--- config.mk ---
export PLATFORM = sky130hd
export DESIGN_NAME = pea_energy_acc
export DESIGN_NICKNAME = d
export VERILOG_FILES = /design/src/pea_pkg.sv /design/src/pea_energy_acc.sv
export VERILOG_INCLUDE_DIRS = /design/src
export SDC_FILE = /design/constraint.sdc
export NUM_CORES = 2
export LEC_CHECK = 0
export BUFFER_PORTS_ARGS = -buffer_cell sky130_fd_sc_hd__buf_4
export CAP_MARGIN = 25
export CORE_MARGIN = 3
export CORE_UTILIZATION = 55
export CTS_CLUSTER_SIZE = 24
export DETAILED_ROUTE_END_ITERATION = 10
export MAX_ROUTING_LAYER = met4
export PLACE_DENSITY_LB_ADDON = 0.25
export RECOVER_POWER = 100
export SLEW_MARGIN = 20
export SYNTH_ARGS = -nofsm -noshare
export SYNTH_HDL_FRONTEND = slang
export SYNTH_SLANG_ARGS = --single-unit
--- constraint.sdc ---
create_clock -name pclk -period 15.95 [get_ports pclk]
set_input_delay 2.3925 -clock pclk [delete_from_list [all_inputs] [get_ports pclk]]
set_output_delay 2.3925 -clock pclk [all_outputs]
set_load 0.02 [all_outputs]
--- src/pea_cfg.svh ---
`ifndef PEA_CFG_SVH
`define PEA_CFG_SVH

// Register byte offsets on the APB port.
`define PEA_OFS_GAIN1      12'h000
`define PEA_OFS_GAIN2      12'h004
`define PEA_OFS_OFFSET1    12'h008
`define PEA_OFS_OFFSET2    12'h00C
`define PEA_OFS_DIVIDER    12'h010
`define PEA_OFS_READOUT    12'h014
`define PEA_OFS_READCLR    12'h018
`define PEA_OFS_CONTROL    12'h01C
`define PEA_OFS_FLAGS      12'h020
`define PEA_OFS_MASK       12'h024

// Bit positions in the flag, mask and interrupt vectors.
`define PEA_FLG_SIGN       0
`define PEA_FLG_NOLOAD     1
`define PEA_FLG_HALF       2
`define PEA_FLG_OVF        3

// Reset values.
`define PEA_GAIN_RST       12'h000
`define PEA_OFFSET_RST     16'h0000
`define PEA_DIV_RST        8'h01
`define PEA_CTRL_RST       6'h00
`define PEA_MASK_RST       4'hF

// No-load thresholds in filtered power LSBs, full scale being 0x200000.
`define PEA_NL_TH1         26'h000013B
`define PEA_NL_TH2         26'h000009D
`define PEA_NL_TH3         26'h000004E

// Sample period of the accumulator and the bus clock period.
`define PEA_SAMPLE_PERIOD_NS 230400
`define PEA_CLK_PERIOD_NS    20
`define PEA_SAMPLE_CYCLES    (`PEA_SAMPLE_PERIOD_NS / `PEA_CLK_PERIOD_NS)

`endif

--- src/pea_pkg.sv ---
package pea_pkg;

	// One filtered power value per channel from the multiplier datapath.
	typedef logic signed [23:0] pea_in_t;

	typedef struct packed {
		pea_in_t ch1;
		pea_in_t ch2;
	} pea_power_s;

	// Calibrated power, wide enough for 1.5x gain plus offset.
	typedef logic signed [25:0] pea_pwr_t;

	// Control register layout, bit 0 at the bottom.
	typedef struct packed {
		logic       three_wire;
		logic [1:0] noload_sel;
		logic       absolute_accum;
		logic       positive_only_accum;
		logic       sign_edge_select;
	} pea_ctrl_s;

	// Sample processing sequence.
	typedef enum logic [1:0] {
		PEA_IDLE = 2'b00,
		PEA_LOAD = 2'b01,
		PEA_DIV  = 2'b11,
		PEA_ACC  = 2'b10
	} pea_state_e;

endpackage

--- src/pea_energy_acc.sv ---
`include "pea_cfg.svh"
`timescale 1ns/100ps
`default_nettype none

module pea_energy_acc #(
	parameter int ADDR_W        = 12,
	parameter int SAMPLE_CYCLES = `PEA_SAMPLE_CYCLES
) (
	// Clock and reset.
	input  wire logic               pclk,
	input  wire logic               presetn,
	// APB slave.
	input  wire logic               psel,
	input  wire logic               penable,
	input  wire logic               pwrite,
	input  wire logic [ADDR_W-1:0]  paddr,
	input  wire logic [31:0]        pwdata,
	output var  logic [31:0]        prdata,
	output var  logic               pready,
	output var  logic               pslverr,
	// Filtered power from the multiplier datapath.
	input  wire pea_pkg::pea_power_s power_in,
	// Interrupt lines: sign change, no load, half full, overflow.
	output var  logic [3:0]         event_interrupt
);

	// The divider retires one quotient bit per clock, one step per magnitude bit.
	// A full sample pass therefore needs about thirty clocks.
	// The sample period must leave room for that pass before the next tick.
	localparam int DIV_STEPS = 26;
	localparam int CNT_W     = $clog2(SAMPLE_CYCLES);

	// Refuse settings the sequence cannot serve.
	generate
		if (SAMPLE_CYCLES < 2 * DIV_STEPS || ADDR_W < 6) begin : g_bad
			$error("pea_energy_acc: SAMPLE_CYCLES too small or ADDR_W too narrow");
		end
	endgenerate

	// Software-visible state.
	logic signed [11:0]  gain1_r;
	logic signed [11:0]  gain2_r;
	logic signed [15:0]  offset1_r;
	logic signed [15:0]  offset2_r;
	logic [7:0]          div_r;
	pea_pkg::pea_ctrl_s  ctrl_r;
	logic [3:0]          flag_r;
	logic [3:0]          mask_r;
	logic [41:0]         acc_r;

	// Bus handshake and interrupt line state.
	logic                pready_r;
	logic [31:0]         prdata_r;
	logic                pslverr_r;
	logic [3:0]          irq_r;

	// Sequencer and divider state.
	pea_pkg::pea_state_e state_r;
	logic [CNT_W-1:0]    tick_cnt_r;
	logic [4:0]          step_r;
	logic [25:0]         quo_r;
	logic [8:0]          rem_r;
	logic                neg_r;
	logic                add_r;
	logic                prev_neg_r;

	// Combinational helpers.
	logic                access;
	logic                latch;
	logic                done;
	logic                hit;
	logic                wr_en;
	logic                rdclr;
	logic [31:0]         rd_data;
	logic                tick;
	pea_pkg::pea_pwr_t   cal1;
	pea_pkg::pea_pwr_t   cal2;
	pea_pkg::pea_pwr_t   pwr;
	logic [26:0]         pair_sum;
	logic                pwr_neg;
	logic [25:0]         pwr_mag;
	logic [25:0]         nl_th;
	logic                below;
	logic                go;
	logic [7:0]          div_eff;
	logic [8:0]          rem_sh;
	logic                rem_ge;
	logic [41:0]         acc_base;
	logic [41:0]         addend;
	logic [41:0]         acc_sum;
	logic [3:0]          ev_set;

	// Gain and offset applied in 1/4096 LSB units, then truncated back.
	// Working in the finer unit keeps the offset exact to 1/128 LSB.
	// The arithmetic shift rounds toward minus infinity, never toward zero.
	// Thirty-eight bits hold the largest input at the largest gain.
	function automatic pea_pkg::pea_pwr_t calibrate(
		input logic signed [23:0] p,
		input logic signed [11:0] g,
		input logic signed [15:0] o
	);
		logic signed [37:0] t;
		t = (38'(p) <<< 12) + 38'(p) * 38'(g) + (38'(o) <<< 5);
		return t[37:12];
	endfunction

	// Per-channel calibration; three-wire mode averages both channels.
	assign cal1     = calibrate(power_in.ch1, gain1_r, offset1_r);
	assign cal2     = calibrate(power_in.ch2, gain2_r, offset2_r);
	assign pair_sum = 27'(cal1) + 27'(cal2);
	assign pwr      = ctrl_r.three_wire ? pair_sum[26:1] : cal1;
	assign pwr_neg  = pwr[25];
	assign pwr_mag  = pwr_neg ? 26'(-pwr) : 26'(pwr);

	// No-load threshold selection and comparison.
	// The comparison uses the magnitude, so creep in either direction is held off.
	// A threshold of zero can never be undercut, which disables the check.
	always_comb begin
		case (ctrl_r.noload_sel)
			2'b01:   nl_th = `PEA_NL_TH1;
			2'b10:   nl_th = `PEA_NL_TH2;
			2'b11:   nl_th = `PEA_NL_TH3;
			default: nl_th = 26'h0000000;
		endcase
	end
	assign below = (ctrl_r.noload_sel != 2'b00) && (pwr_mag < nl_th);

	// Accumulate unless no load, or negative in positive-only mode with absolute mode off.
	assign go = !below && (ctrl_r.absolute_accum || !ctrl_r.positive_only_accum || !pwr_neg);

	// APB phase decode; one wait state before every answer.
	// The wait state lets read data settle in a register before it is shown.
	// A read-clear acts at the latching edge, so the old value is returned.
	assign access = psel & penable;
	assign latch  = access & ~pready_r;
	assign done   = access & pready_r;
	assign wr_en  = done & pwrite & hit;
	assign rdclr  = latch & ~pwrite & (paddr == ADDR_W'(`PEA_OFS_READCLR));

	// Register read mux and address decode.
	always_comb begin
		hit     = 1'b1;
		rd_data = 32'h00000000;
		case (paddr)
			ADDR_W'(`PEA_OFS_GAIN1):   rd_data = {{20{gain1_r[11]}}, gain1_r};
			ADDR_W'(`PEA_OFS_GAIN2):   rd_data = {{20{gain2_r[11]}}, gain2_r};
			ADDR_W'(`PEA_OFS_OFFSET1): rd_data = {{16{offset1_r[15]}}, offset1_r};
			ADDR_W'(`PEA_OFS_OFFSET2): rd_data = {{16{offset2_r[15]}}, offset2_r};
			ADDR_W'(`PEA_OFS_DIVIDER): rd_data = {24'h000000, div_r};
			ADDR_W'(`PEA_OFS_READOUT): rd_data = {8'h00, acc_r[41:18]};
			ADDR_W'(`PEA_OFS_READCLR): rd_data = {8'h00, acc_r[41:18]};
			ADDR_W'(`PEA_OFS_CONTROL): rd_data = {26'h0000000, ctrl_r};
			ADDR_W'(`PEA_OFS_FLAGS):   rd_data = {28'h0000000, flag_r};
			ADDR_W'(`PEA_OFS_MASK):    rd_data = {28'h0000000, mask_r};
			default:                   hit     = 1'b0;
		endcase
	end

	// Bus answer: ready, data and error are latched in the wait cycle.
	// Read data then holds until the next access, which eases slow masters.
	// Write accesses return zero data, so no stale register leaks out.
	always_ff @(posedge pclk or negedge presetn) begin
		if (!presetn) begin
			pready_r  <= 1'b0;
			prdata_r  <= 32'h00000000;
			pslverr_r <= 1'b0;
		end else begin
			pready_r <= latch;
			if (latch) begin
				prdata_r  <= pwrite ? 32'h00000000 : rd_data;
				pslverr_r <= ~hit;
			end
		end
	end

	// Configuration registers, written at the completing edge.
	always_ff @(posedge pclk or negedge presetn) begin
		if (!presetn) begin
			gain1_r   <= `PEA_GAIN_RST;
			gain2_r   <= `PEA_GAIN_RST;
			offset1_r <= `PEA_OFFSET_RST;
			offset2_r <= `PEA_OFFSET_RST;
			div_r     <= `PEA_DIV_RST;
			ctrl_r    <= `PEA_CTRL_RST;
			mask_r    <= `PEA_MASK_RST;
		end else if (wr_en) begin
			case (paddr)
				ADDR_W'(`PEA_OFS_GAIN1):   gain1_r   <= pwdata[11:0];
				ADDR_W'(`PEA_OFS_GAIN2):   gain2_r   <= pwdata[11:0];
				ADDR_W'(`PEA_OFS_OFFSET1): offset1_r <= pwdata[15:0];
				ADDR_W'(`PEA_OFS_OFFSET2): offset2_r <= pwdata[15:0];
				ADDR_W'(`PEA_OFS_DIVIDER): div_r     <= pwdata[7:0];
				ADDR_W'(`PEA_OFS_CONTROL): ctrl_r    <= pwdata[5:0];
				ADDR_W'(`PEA_OFS_MASK):    mask_r    <= pwdata[3:0];
				default:                   div_r     <= div_r;
			endcase
		end
	end

	// Free-running sample timer, one tick per accumulation period.
	// The timer never pauses for bus traffic, so the energy time base is exact.
	// Software therefore sees samples at a fixed phase after reset.
	always_ff @(posedge pclk or negedge presetn) begin
		if (!presetn) begin
			tick_cnt_r <= '0;
		end else if (tick) begin
			tick_cnt_r <= '0;
		end else begin
			tick_cnt_r <= tick_cnt_r + 1'b1;
		end
	end
	assign tick = (tick_cnt_r == CNT_W'(SAMPLE_CYCLES - 1));

	// Restoring divider step; a zero divider acts as one.
	// Only the magnitude is divided, so the quotient truncates toward zero.
	// The sign is applied again when the quotient is added, except in absolute mode.
	assign div_eff = (div_r == 8'h00) ? 8'h01 : div_r;
	assign rem_sh  = {rem_r[7:0], quo_r[25]};
	assign rem_ge  = rem_sh >= {1'b0, div_eff};

	// Sample sequence: load, divide, accumulate.
	// Power is captured once in the load state and not looked at again.
	// A change of mode during the divide takes effect on the next sample.
	// The accumulate state lasts one clock and then waits for the next tick.
	always_ff @(posedge pclk or negedge presetn) begin
		if (!presetn) begin
			state_r <= pea_pkg::PEA_IDLE;
			step_r  <= 5'h00;
			quo_r   <= 26'h0000000;
			rem_r   <= 9'h000;
			neg_r   <= 1'b0;
			add_r   <= 1'b0;
		end else begin
			case (state_r)
				pea_pkg::PEA_IDLE: begin
					if (tick) begin
						state_r <= pea_pkg::PEA_LOAD;
					end
				end
				pea_pkg::PEA_LOAD: begin
					quo_r   <= pwr_mag;
					rem_r   <= 9'h000;
					step_r  <= 5'h00;
					neg_r   <= pwr_neg && !ctrl_r.absolute_accum && !ctrl_r.positive_only_accum;
					add_r   <= go;
					state_r <= pea_pkg::PEA_DIV;
				end
				pea_pkg::PEA_DIV: begin
					rem_r  <= rem_ge ? (rem_sh - {1'b0, div_eff}) : rem_sh;
					quo_r  <= {quo_r[24:0], rem_ge};
					step_r <= step_r + 5'h01;
					if (step_r == 5'(DIV_STEPS - 1)) begin
						state_r <= pea_pkg::PEA_ACC;
					end
				end
				pea_pkg::PEA_ACC: begin
					state_r <= pea_pkg::PEA_IDLE;
				end
				default: begin
					state_r <= pea_pkg::PEA_IDLE;
				end
			endcase
		end
	end

	// Accumulator; a read-clear empties the upper bits before any add.
	// Clearing first means a sample landing in the same clock is not lost.
	// The lower bits are kept, so no fraction of energy is thrown away.
	// The sum wraps modulo the accumulator width on overflow.
	assign acc_base = rdclr ? {24'h000000, acc_r[17:0]} : acc_r;
	assign addend   = neg_r ? 42'(-{16'h0000, quo_r}) : {16'h0000, quo_r};
	assign acc_sum  = acc_base + addend;

	always_ff @(posedge pclk or negedge presetn) begin
		if (!presetn) begin
			acc_r <= 42'h0;
		end else if (state_r == pea_pkg::PEA_ACC && add_r) begin
			acc_r <= acc_sum;
		end else if (rdclr) begin
			acc_r <= acc_base;
		end
	end

	// Sign history, updated once per sample.
	// Zero counts as positive, so a still line never toggles the sign event.
	always_ff @(posedge pclk or negedge presetn) begin
		if (!presetn) begin
			prev_neg_r <= 1'b0;
		end else if (state_r == pea_pkg::PEA_LOAD) begin
			prev_neg_r <= pwr_neg;
		end
	end

	// Event detection feeding the sticky flags.
	always_comb begin
		ev_set = 4'h0;
		if (state_r == pea_pkg::PEA_LOAD) begin
			ev_set[`PEA_FLG_SIGN]   = ctrl_r.sign_edge_select ? (prev_neg_r && !pwr_neg)
			                                                  : (!prev_neg_r && pwr_neg);
			ev_set[`PEA_FLG_NOLOAD] = below;
		end
		if (state_r == pea_pkg::PEA_ACC && add_r) begin
			ev_set[`PEA_FLG_HALF] = (acc_sum[41] ^ acc_sum[40]) && !(acc_base[41] ^ acc_base[40]);
			ev_set[`PEA_FLG_OVF]  = (addend[41] == acc_base[41]) && (acc_sum[41] != acc_base[41]);
		end
	end

	// Sticky flags cleared by writing zero; a new event wins over the clear.
	// Letting the event win means software can never miss one by clearing late.
	// Writing one to a bit leaves it as it is, so bits clear independently.
	genvar gi;
	generate
		for (gi = 0; gi < 4; gi++) begin : g_flag
			always_ff @(posedge pclk or negedge presetn) begin
				if (!presetn) begin
					flag_r[gi] <= 1'b0;
				end else if (ev_set[gi]) begin
					flag_r[gi] <= 1'b1;
				end else if (wr_en && paddr == ADDR_W'(`PEA_OFS_FLAGS) && !pwdata[gi]) begin
					flag_r[gi] <= 1'b0;
				end
			end

			// Interrupt line follows its flag while unmasked.
			always_ff @(posedge pclk or negedge presetn) begin
				if (!presetn) begin
					irq_r[gi] <= 1'b0;
				end else begin
					irq_r[gi] <= flag_r[gi] & ~mask_r[gi];
				end
			end
		end
	endgenerate

	// Outputs straight from flip-flops.
	assign prdata          = prdata_r;
	assign pready          = pready_r;
	assign pslverr         = pslverr_r;
	assign event_interrupt = irq_r;

endmodule

`default_nettype wire

## Word-level counts from Yosys, hierarchy flattened

Index checks and enable logic that the tools add are counted.

| cells by class | value |
|---|---|
| divide/modulo/power cells | 0 |
| equal/unequal tests | 21 |
| reductions and logical operators | 46 |
| magnitude comparators | 2 |
| $mul | 2 |
| bitwise gates (word level) | 20 |
| add/subtract/negate cells | 11 |
| muxes and demuxes | 30 |
| shift-type cells | 0 |

Operator list:

| operator | count |
|---|---|
| case mux 32 bit (9 select lines) | 1 |
| two-way mux 42 bit | 4 |
| adder 37 x 21 -> 38 bit | 2 |
| adder 36 x 36 -> 37 bit | 2 |
| multiplier 24 x 12 -> 36 bit | 2 |
| two-way mux 26 bit | 2 |
| case mux 26 bit (2 select lines) | 1 |
| equality test 12 x 5 -> 1 bit (second input constant) | 4 |
| adder 42 bit | 1 |
| negator 26 -> 42 bit | 1 |
| two-way mux 32 bit | 1 |
| adder 26 x 26 -> 27 bit | 1 |
| case mux 9 bit (3 select lines) | 1 |
| < comparator 26 bit | 1 |
| negator 26 bit | 1 |
| equality test 12 x 4 -> 1 bit (second input constant) | 2 |
| equality test 12 x 6 -> 1 bit (second input constant) | 2 |
| two-way mux 8 bit | 2 |
| case mux 8 bit (2 select lines) | 1 |
| AND reduction 2 bit | 8 |
| adder 14 x 1 -> 14 bit (second input constant) | 1 |
| equality test 14 bit (second input constant) | 1 |
| logical AND 1 bit | 14 |
| two-way mux 14 bit | 1 |
| 25 further kinds | 75 |

| storage, ports and cells | value |
|---|---|
| memory bits (writable) | 0 |
| output and inout bits | 38 |
| bits in registers | 216 |
| latch bits | 0 |
| bits in read-only memories | 0 |
| memories kept | 0 |
| logic and storage cells | 163 |
| bits of input ports | 97 |

## Depth between registers and ports, before layout

| logic depth | value |
|---|---|
| depth after elaboration | 11 |
| mapped depth | 55 |
| gate-level depth less buffers | 52 |

## Worst setup path after synthesis

OpenSTA, ideal clock, no wires.

| timing | value |
|---|---|
| kind | input to register |
| start | input power_in[17] in the netlist's numbering |
| end | register flag_r[1] |
| path buffers | 4 |
| stages on the path | 52 |
| required time | 15.884 ns |
| setup time | 0.066 ns |
| path slack | 2.511 ns |
| data arrival time | 13.373 ns |
| cells stage by stage | clkbuf_1 > nand2_1 > fa_1 > fa_1 > inv_1 > fa_1 > fa_1 > fa_1 > inv_1 > fa_1 > inv_1 > ha_1 > and3_1 > and4_2 > or2_2 > o22ai_1 > a211oi_1 > o21a_1 > (+16 left out) > a211oi_1 > and2_1 > clkbuf_1 > clkbuf_1 > nor2_1 > xnor2_1 > ha_1 > o21a_1 > o21a_1 > o21ai_0 > a21oi_1 > a2111oi_0 > o21ai_0 > nor3_1 > nand4b_1 > or4_1 > nor4b_2 > nand2b_1 |

| on the way | value |
|---|---|
| word-level cells in the longest chain between the ends | 11 |
| elaborated cells on any way between the ends | 12 |
| classes of those cells | 4 x add/sub; 1 x mul; 1 x order compare; 4 x mux; 2 x reduce/logical |

RTL lines:

| element | line | source |
|---|---|---|
| start, declared | pea_energy_acc.sv:22 | `input wire pea_pkg::pea_power_s power_in,` |
| multiplier 24 x 12 -> 36 bit | pea_energy_acc.sv:103 | `t = (38'(p) <<< 12) + 38'(p) * 38'(g) + (38'(o) <<< 5);` |
| adder 36 x 36 -> 37 bit * | pea_energy_acc.sv:103 |  |
| adder 37 x 21 -> 38 bit * | pea_energy_acc.sv:103 |  |
| adder 26 x 26 -> 27 bit * | pea_energy_acc.sv:110 | `assign pair_sum = 27'(cal1) + 27'(cal2);` |
| two-way mux 26 bit * | pea_energy_acc.sv:111 | `assign pwr = ctrl_r.three_wire ? pair_sum[26:1] : cal1;` |
| negator 26 bit | pea_energy_acc.sv:113 | `assign pwr_mag = pwr_neg ? 26'(-pwr) : 26'(pwr);` |
| two-way mux 26 bit * | pea_energy_acc.sv:113 |  |
| < comparator 26 bit * | pea_energy_acc.sv:126 | `assign below = (ctrl_r.noload_sel != 2'b00) && (pwr_mag < nl_th);` |
| logical AND 1 bit * | pea_energy_acc.sv:126 |  |
| two-way mux 2 bit * | pea_energy_acc.sv:297 | `if (state_r == pea_pkg::PEA_LOAD) begin` |
| two-way mux 1 bit or nonzero test 2 bit (tied branches) | n/a |  |
| end signal, assigned by index | pea_energy_acc.sv:316 | `flag_r[gi] <= 1'b0;` |
| end signal, assigned by index | pea_energy_acc.sv:318 | `flag_r[gi] <= 1'b1;` |
| end signal, assigned by index | pea_energy_acc.sv:320 | `flag_r[gi] <= 1'b0;` |
| end, declared | pea_energy_acc.sv:47 | `logic [3:0] flag_r;` |

Every way passes the cells marked *; elsewhere a longest branch is shown, timed or not.
A chain may end at the register's enable or synchronous reset.

## Final worst setup path

| timing | value |
|---|---|
| start | input power_in[32] in the netlist's numbering |
| end | register flag_r[1] |

| on the way | value |
|---|---|
| word-level cells in the longest chain between the ends | 11 |
| elaborated cells on any way between the ends | 12 |
| classes of those cells | 4 x add/sub; 1 x mul; 1 x order compare; 4 x mux; 2 x reduce/logical |

RTL lines:

| element | line |
|---|---|
| multiplier 24 x 12 -> 36 bit | pea_energy_acc.sv:103 |
| adder 36 x 36 -> 37 bit * | pea_energy_acc.sv:103 |
| adder 37 x 21 -> 38 bit * | pea_energy_acc.sv:103 |
| adder 26 x 26 -> 27 bit | pea_energy_acc.sv:110 |
| two-way mux 26 bit * | pea_energy_acc.sv:111 |
| negator 26 bit | pea_energy_acc.sv:113 |
| two-way mux 26 bit * | pea_energy_acc.sv:113 |
| < comparator 26 bit * | pea_energy_acc.sv:126 |
| logical AND 1 bit * | pea_energy_acc.sv:126 |
| two-way mux 2 bit * | pea_energy_acc.sv:297 |
| two-way mux 1 bit or nonzero test 2 bit (tied branches) | n/a |

Marks and branches as above.

==> flow_summary_export.csv <==
group,metric,value,unit
power,powerDensity,55.3,mW/mm^2
setup_path,path_delay_family,"compound AO/OA/AOI/OAI gates",
worst_hold_path,min_from,"tick_cnt_r[0]",
die,start_util,0.560,
drt,wl_per_cell,18.7,um
clocking,cts_setup_buffers,0,
placed_design,routabilityCongestion,0.971,
clocking,cts_tree,"done",
timing,fmaxAchievable,67.3,MHz
power,leakagePower,0.0191,uW
power,total_power,2170,uW
logic_synthesis,yosysTopAreaCellShare,0.349,
finish,layout-drive-gt1-share,0.0669,
setup_path,required,16.43,ns
global_route,first_global_vias,29000,
logic_synthesis,synth_top_family_by_area,"adder cells",
clocking,cts_resized,0,
timing,worst_slack,1.09,ns
setup_path,reg2reg_slack,2.20,ns
setup_path,critPathLaunchType,"input pin",
setup_path,critPathBufInv,4,
outcome,violations,"max-capacitance violations, max-slew violations",
setup_path,cp_slowest_cell,"a211oi_1",
global_route,grt_max_degree,86,
drt,wl,93100,um
setup_path,path_class,"input pin to flip-flop",
logic_synthesis,synthXorXnorAreaFrac,0.0358,
logic_synthesis,synth_edf_count,0,
die,die_w,266,um
logic_synthesis,synth_area_leaders,"fa_1 (35%), dfrtp_1 (14%), inv_1 (7.3%), ha_1 (6.9%), nand2_1 (5.4%)",
logic_synthesis,synth_seq_area_share,0.141,
global_route,busiest_layer,"met2",
worst_hold_path,hold_end,"tick_cnt_r[0]",
die,die_h,266,um
timing,worstMarginPinSlew,4.24,ns
logic_synthesis,syn_nets,5064,
outcome,status,"complete, but fails checks",
timing,finalSetupViolations,0,
global_route,grt_use_met3,0.0350,
finish,syn_to_final_growth,5.70,%
logic_synthesis,yosysMostFrequentCell,"inv_1",
logic_synthesis,netlist_instances,4117,
clocking,clk_latency,0.55,ns
timing,setup_tns,0,ns
setup_path,max_stage_delay,0.75,ns
logic_synthesis,ys_warn_count,0,
logic_synthesis,synthMuxAreaShare,0.0300,
finish,layout.nets,5040,
worst_hold_path,hold_class,"flip-flop to flip-flop",
die,die_area,0.0706,mm^2
global_route,track_usage,0.283,
power,p_clk_frac,0.271,
power,p_int,1250,uW
drt,avgViaCountPerCell,5.66,
logic_synthesis,synthSimpleGateAreaFrac,0.164,
logic_synthesis,synthAdderAreaFrac,0.418,
clocking,clock_sinks,209,
clocking,cts-root-buf,"clkbuf_16",
timing,drv_slew,415,
timing,hold_violations,0,
timing,post-route-min-period,14.86,ns
setup_path,path_max_fanout,13,
global_route,use_met1,0.388,
die,coreArea,0.0662,mm^2
power,p_seq_frac,0.246,
timing,fin_crit_sh,0.931,
global_route,antenna_found_initial,2,
die,rows,94,
global_route,grt_overflow_total,0,
timing,fin_worst_skew,0.0288,ns
setup_path,arrival,15.34,ns
worst_hold_path,hold_path_depth,1,
global_route,use_met2,0.447,
clocking,clk_pin_slew,0.06,ns
logic_synthesis,synth_common_cells,"inv_1 (726), fa_1 (647), nand2_1 (533)",
setup_path,rr_worst_depth,48,
drt,drtAntennaViolNets,0,
power,p_sw,915,uW
power,switching_share,0.422,
run,drv_cap,8,
placed_design,numPortBuffers,118,
drt,first_iter_violations,1947,
drt,drc,0,
logic_synthesis,yosys.area.top_type,"fa_1",
setup_path,crit_top_cell,"fa_1",
logic_synthesis,ys_types,101,
timing,rsz0062_at_grt,"no",
clocking,cts_max_level,1,
logic_synthesis,avgSynthCellArea,9.01,um^2
timing,max-slew-margin-rel,-1.83,
power,ir_worst_vdd,87.2,uV
logic_synthesis,async_reset_ff_frac,1.00,
clocking,cts_buffers,24,
setup_path,rr_startpoint,"gain2_r[0]",
global_route,grt_pass1_wl,155000,um
placed_design,pre_cts_slack,0.928,ns
logic_synthesis,synth-seq-cells,209,
placed_design,hpwlAfterDp,74100,um
setup_path,cp-end-kind,"flip-flop",
die,ioPinCount,135,
power,power_frac_comb,0.483,
logic_synthesis,ys.flop_type,"dfrtp_1",
drt,vias,28200,
drt,first_pass_iters,6,
logic_synthesis,synth-compound-area-share,0.115,
clocking,cts_hold_buffers,0,
setup_path,reg2reg_to,"flag_r[1]",
logic_synthesis,netlist_area,0.0371,mm^2
clocking,cts_buffer_depth,3,
==> placed cells by master (no fill, tap or decap), drive strengths merged, types with 26 or more instances in the layout <==
| master | netlist | routed |
|---|---|---|
| nand4 | 26 | 26 |
| o21ai | 147 | 147 |
| inv | 726 | 728 |
| ha | 203 | 203 |
| nand2 | 533 | 533 |
| buf | 21 | 102 |
| nor3 | 51 | 51 |
| nand2b | 46 | 46 |
| nand3 | 55 | 55 |
| xor2 | 44 | 44 |
| o21a | 27 | 27 |
| nor2 | 175 | 175 |
| a21oi | 141 | 141 |
| xnor2 | 106 | 106 |
| a22oi | 32 | 32 |
| and2 | 222 | 222 |
| mux2 | 78 | 78 |
| dfrtp | 204 | 204 |
| and3 | 26 | 26 |
| fa | 647 | 647 |
| a21o | 62 | 62 |
| clkbuf | 180 | 81 |
==> kinds of logic (layout without fill, tap and decap cells) <==
family	after synthesis	count (layout)
buffers and inverters	928	921
AO/OA/AOI/OAI	629	629
AND/OR/NAND/NOR	1248	1248
multiplexers	101	101
adder cells (fa/ha/maj)	852	852
XOR/XNOR	150	150
flip-flops	209	209
other	0	2
==> registers in the layout, indices dropped and copies added, names as in the netlist, 12 cells and up <==
register	flops
acc_r	42
gain1_r	12
gain2_r	12
offset1_r	16
offset2_r	16
prdata	25
quo_r	26
tick_cnt_r	14
==> through the flow <==
step	hold slack [ns]	utilization	cells	instance area [um^2]
floorplan	0.424	-	4117	37100
global placement	0.438	0.581	4925	38500
detailed placement	0.444	0.581	4926	38500
CTS	0.453	0.594	4969	39300
global route	0.472	0.592	4975	39200
finish	0.448	0.592	4976	39200
==> power groups by stage <==
stage          combinational (uW)  clock [uW]  sequential, uW
6_report                     1050         587             533
4_1_cts                      1040         600             533
2_1_floorplan                 726           0             544
5_1_grt                      1150         622             532
3_5_place_dp                 1030           0             542
3_3_place_gp                 1030           0             542
==> cell type report <==
type | count | area [um^2]
multi-input cells | 2980 | 28300
repair buffers | 152 | 1030
fillers | 5793 | 27000
diodes | 2 | 5.00
well taps | 864 | 1080
inverters | 726 | 2730
flip-flops and latches | 209 | 5240
clock buffers | 31 | 677
clock inverters | 12 | 166
==> per-layer routing <==
layer / wire [um] / vias to the layer above / part of all wire
li1: - / 13100 / -
met1: 40000 / 14200 / 0.43
met2: 44100 / 785 / 0.47
met3: 5860 / 150 / 0.063
met4: 3160 / 0 / 0.034
met5: 0 / - / 0
==> worst register-to-register path: cells and delay by family (launching register included) <==
family,cells,cell delay [ns]
XOR/XNOR,1,0.18
buffers and inverters,4,0.24
AO/OA/AOI/OAI,24,5.37
adder cells (fa/ha/maj),9,4.14
flip-flops,1,0.99
AND/OR/NAND/NOR,10,2.76
==> how the worst max path moves through the flow <==
| stage | from | endpoint | slack, ns | cells past startpoint |
|---|---|---|---|---|
| after floorplan | power_in[17] | flag_r[1] | 2.51 | 52 |
| after global placement | power_in[13] | flag_r[1] | 1.11 | 50 |
| after detailed placement | power_in[23] | flag_r[1] | 0.93 | 49 |
| after CTS | power_in[23] | flag_r[1] | 1.47 | 49 |
| after global routing | power_in[12] | flag_r[1] | 0.31 | 49 |
| final | power_in[32] | flag_r[1] | 1.09 | 44 |
Note: power is estimated with default switching activity, not from simulation.
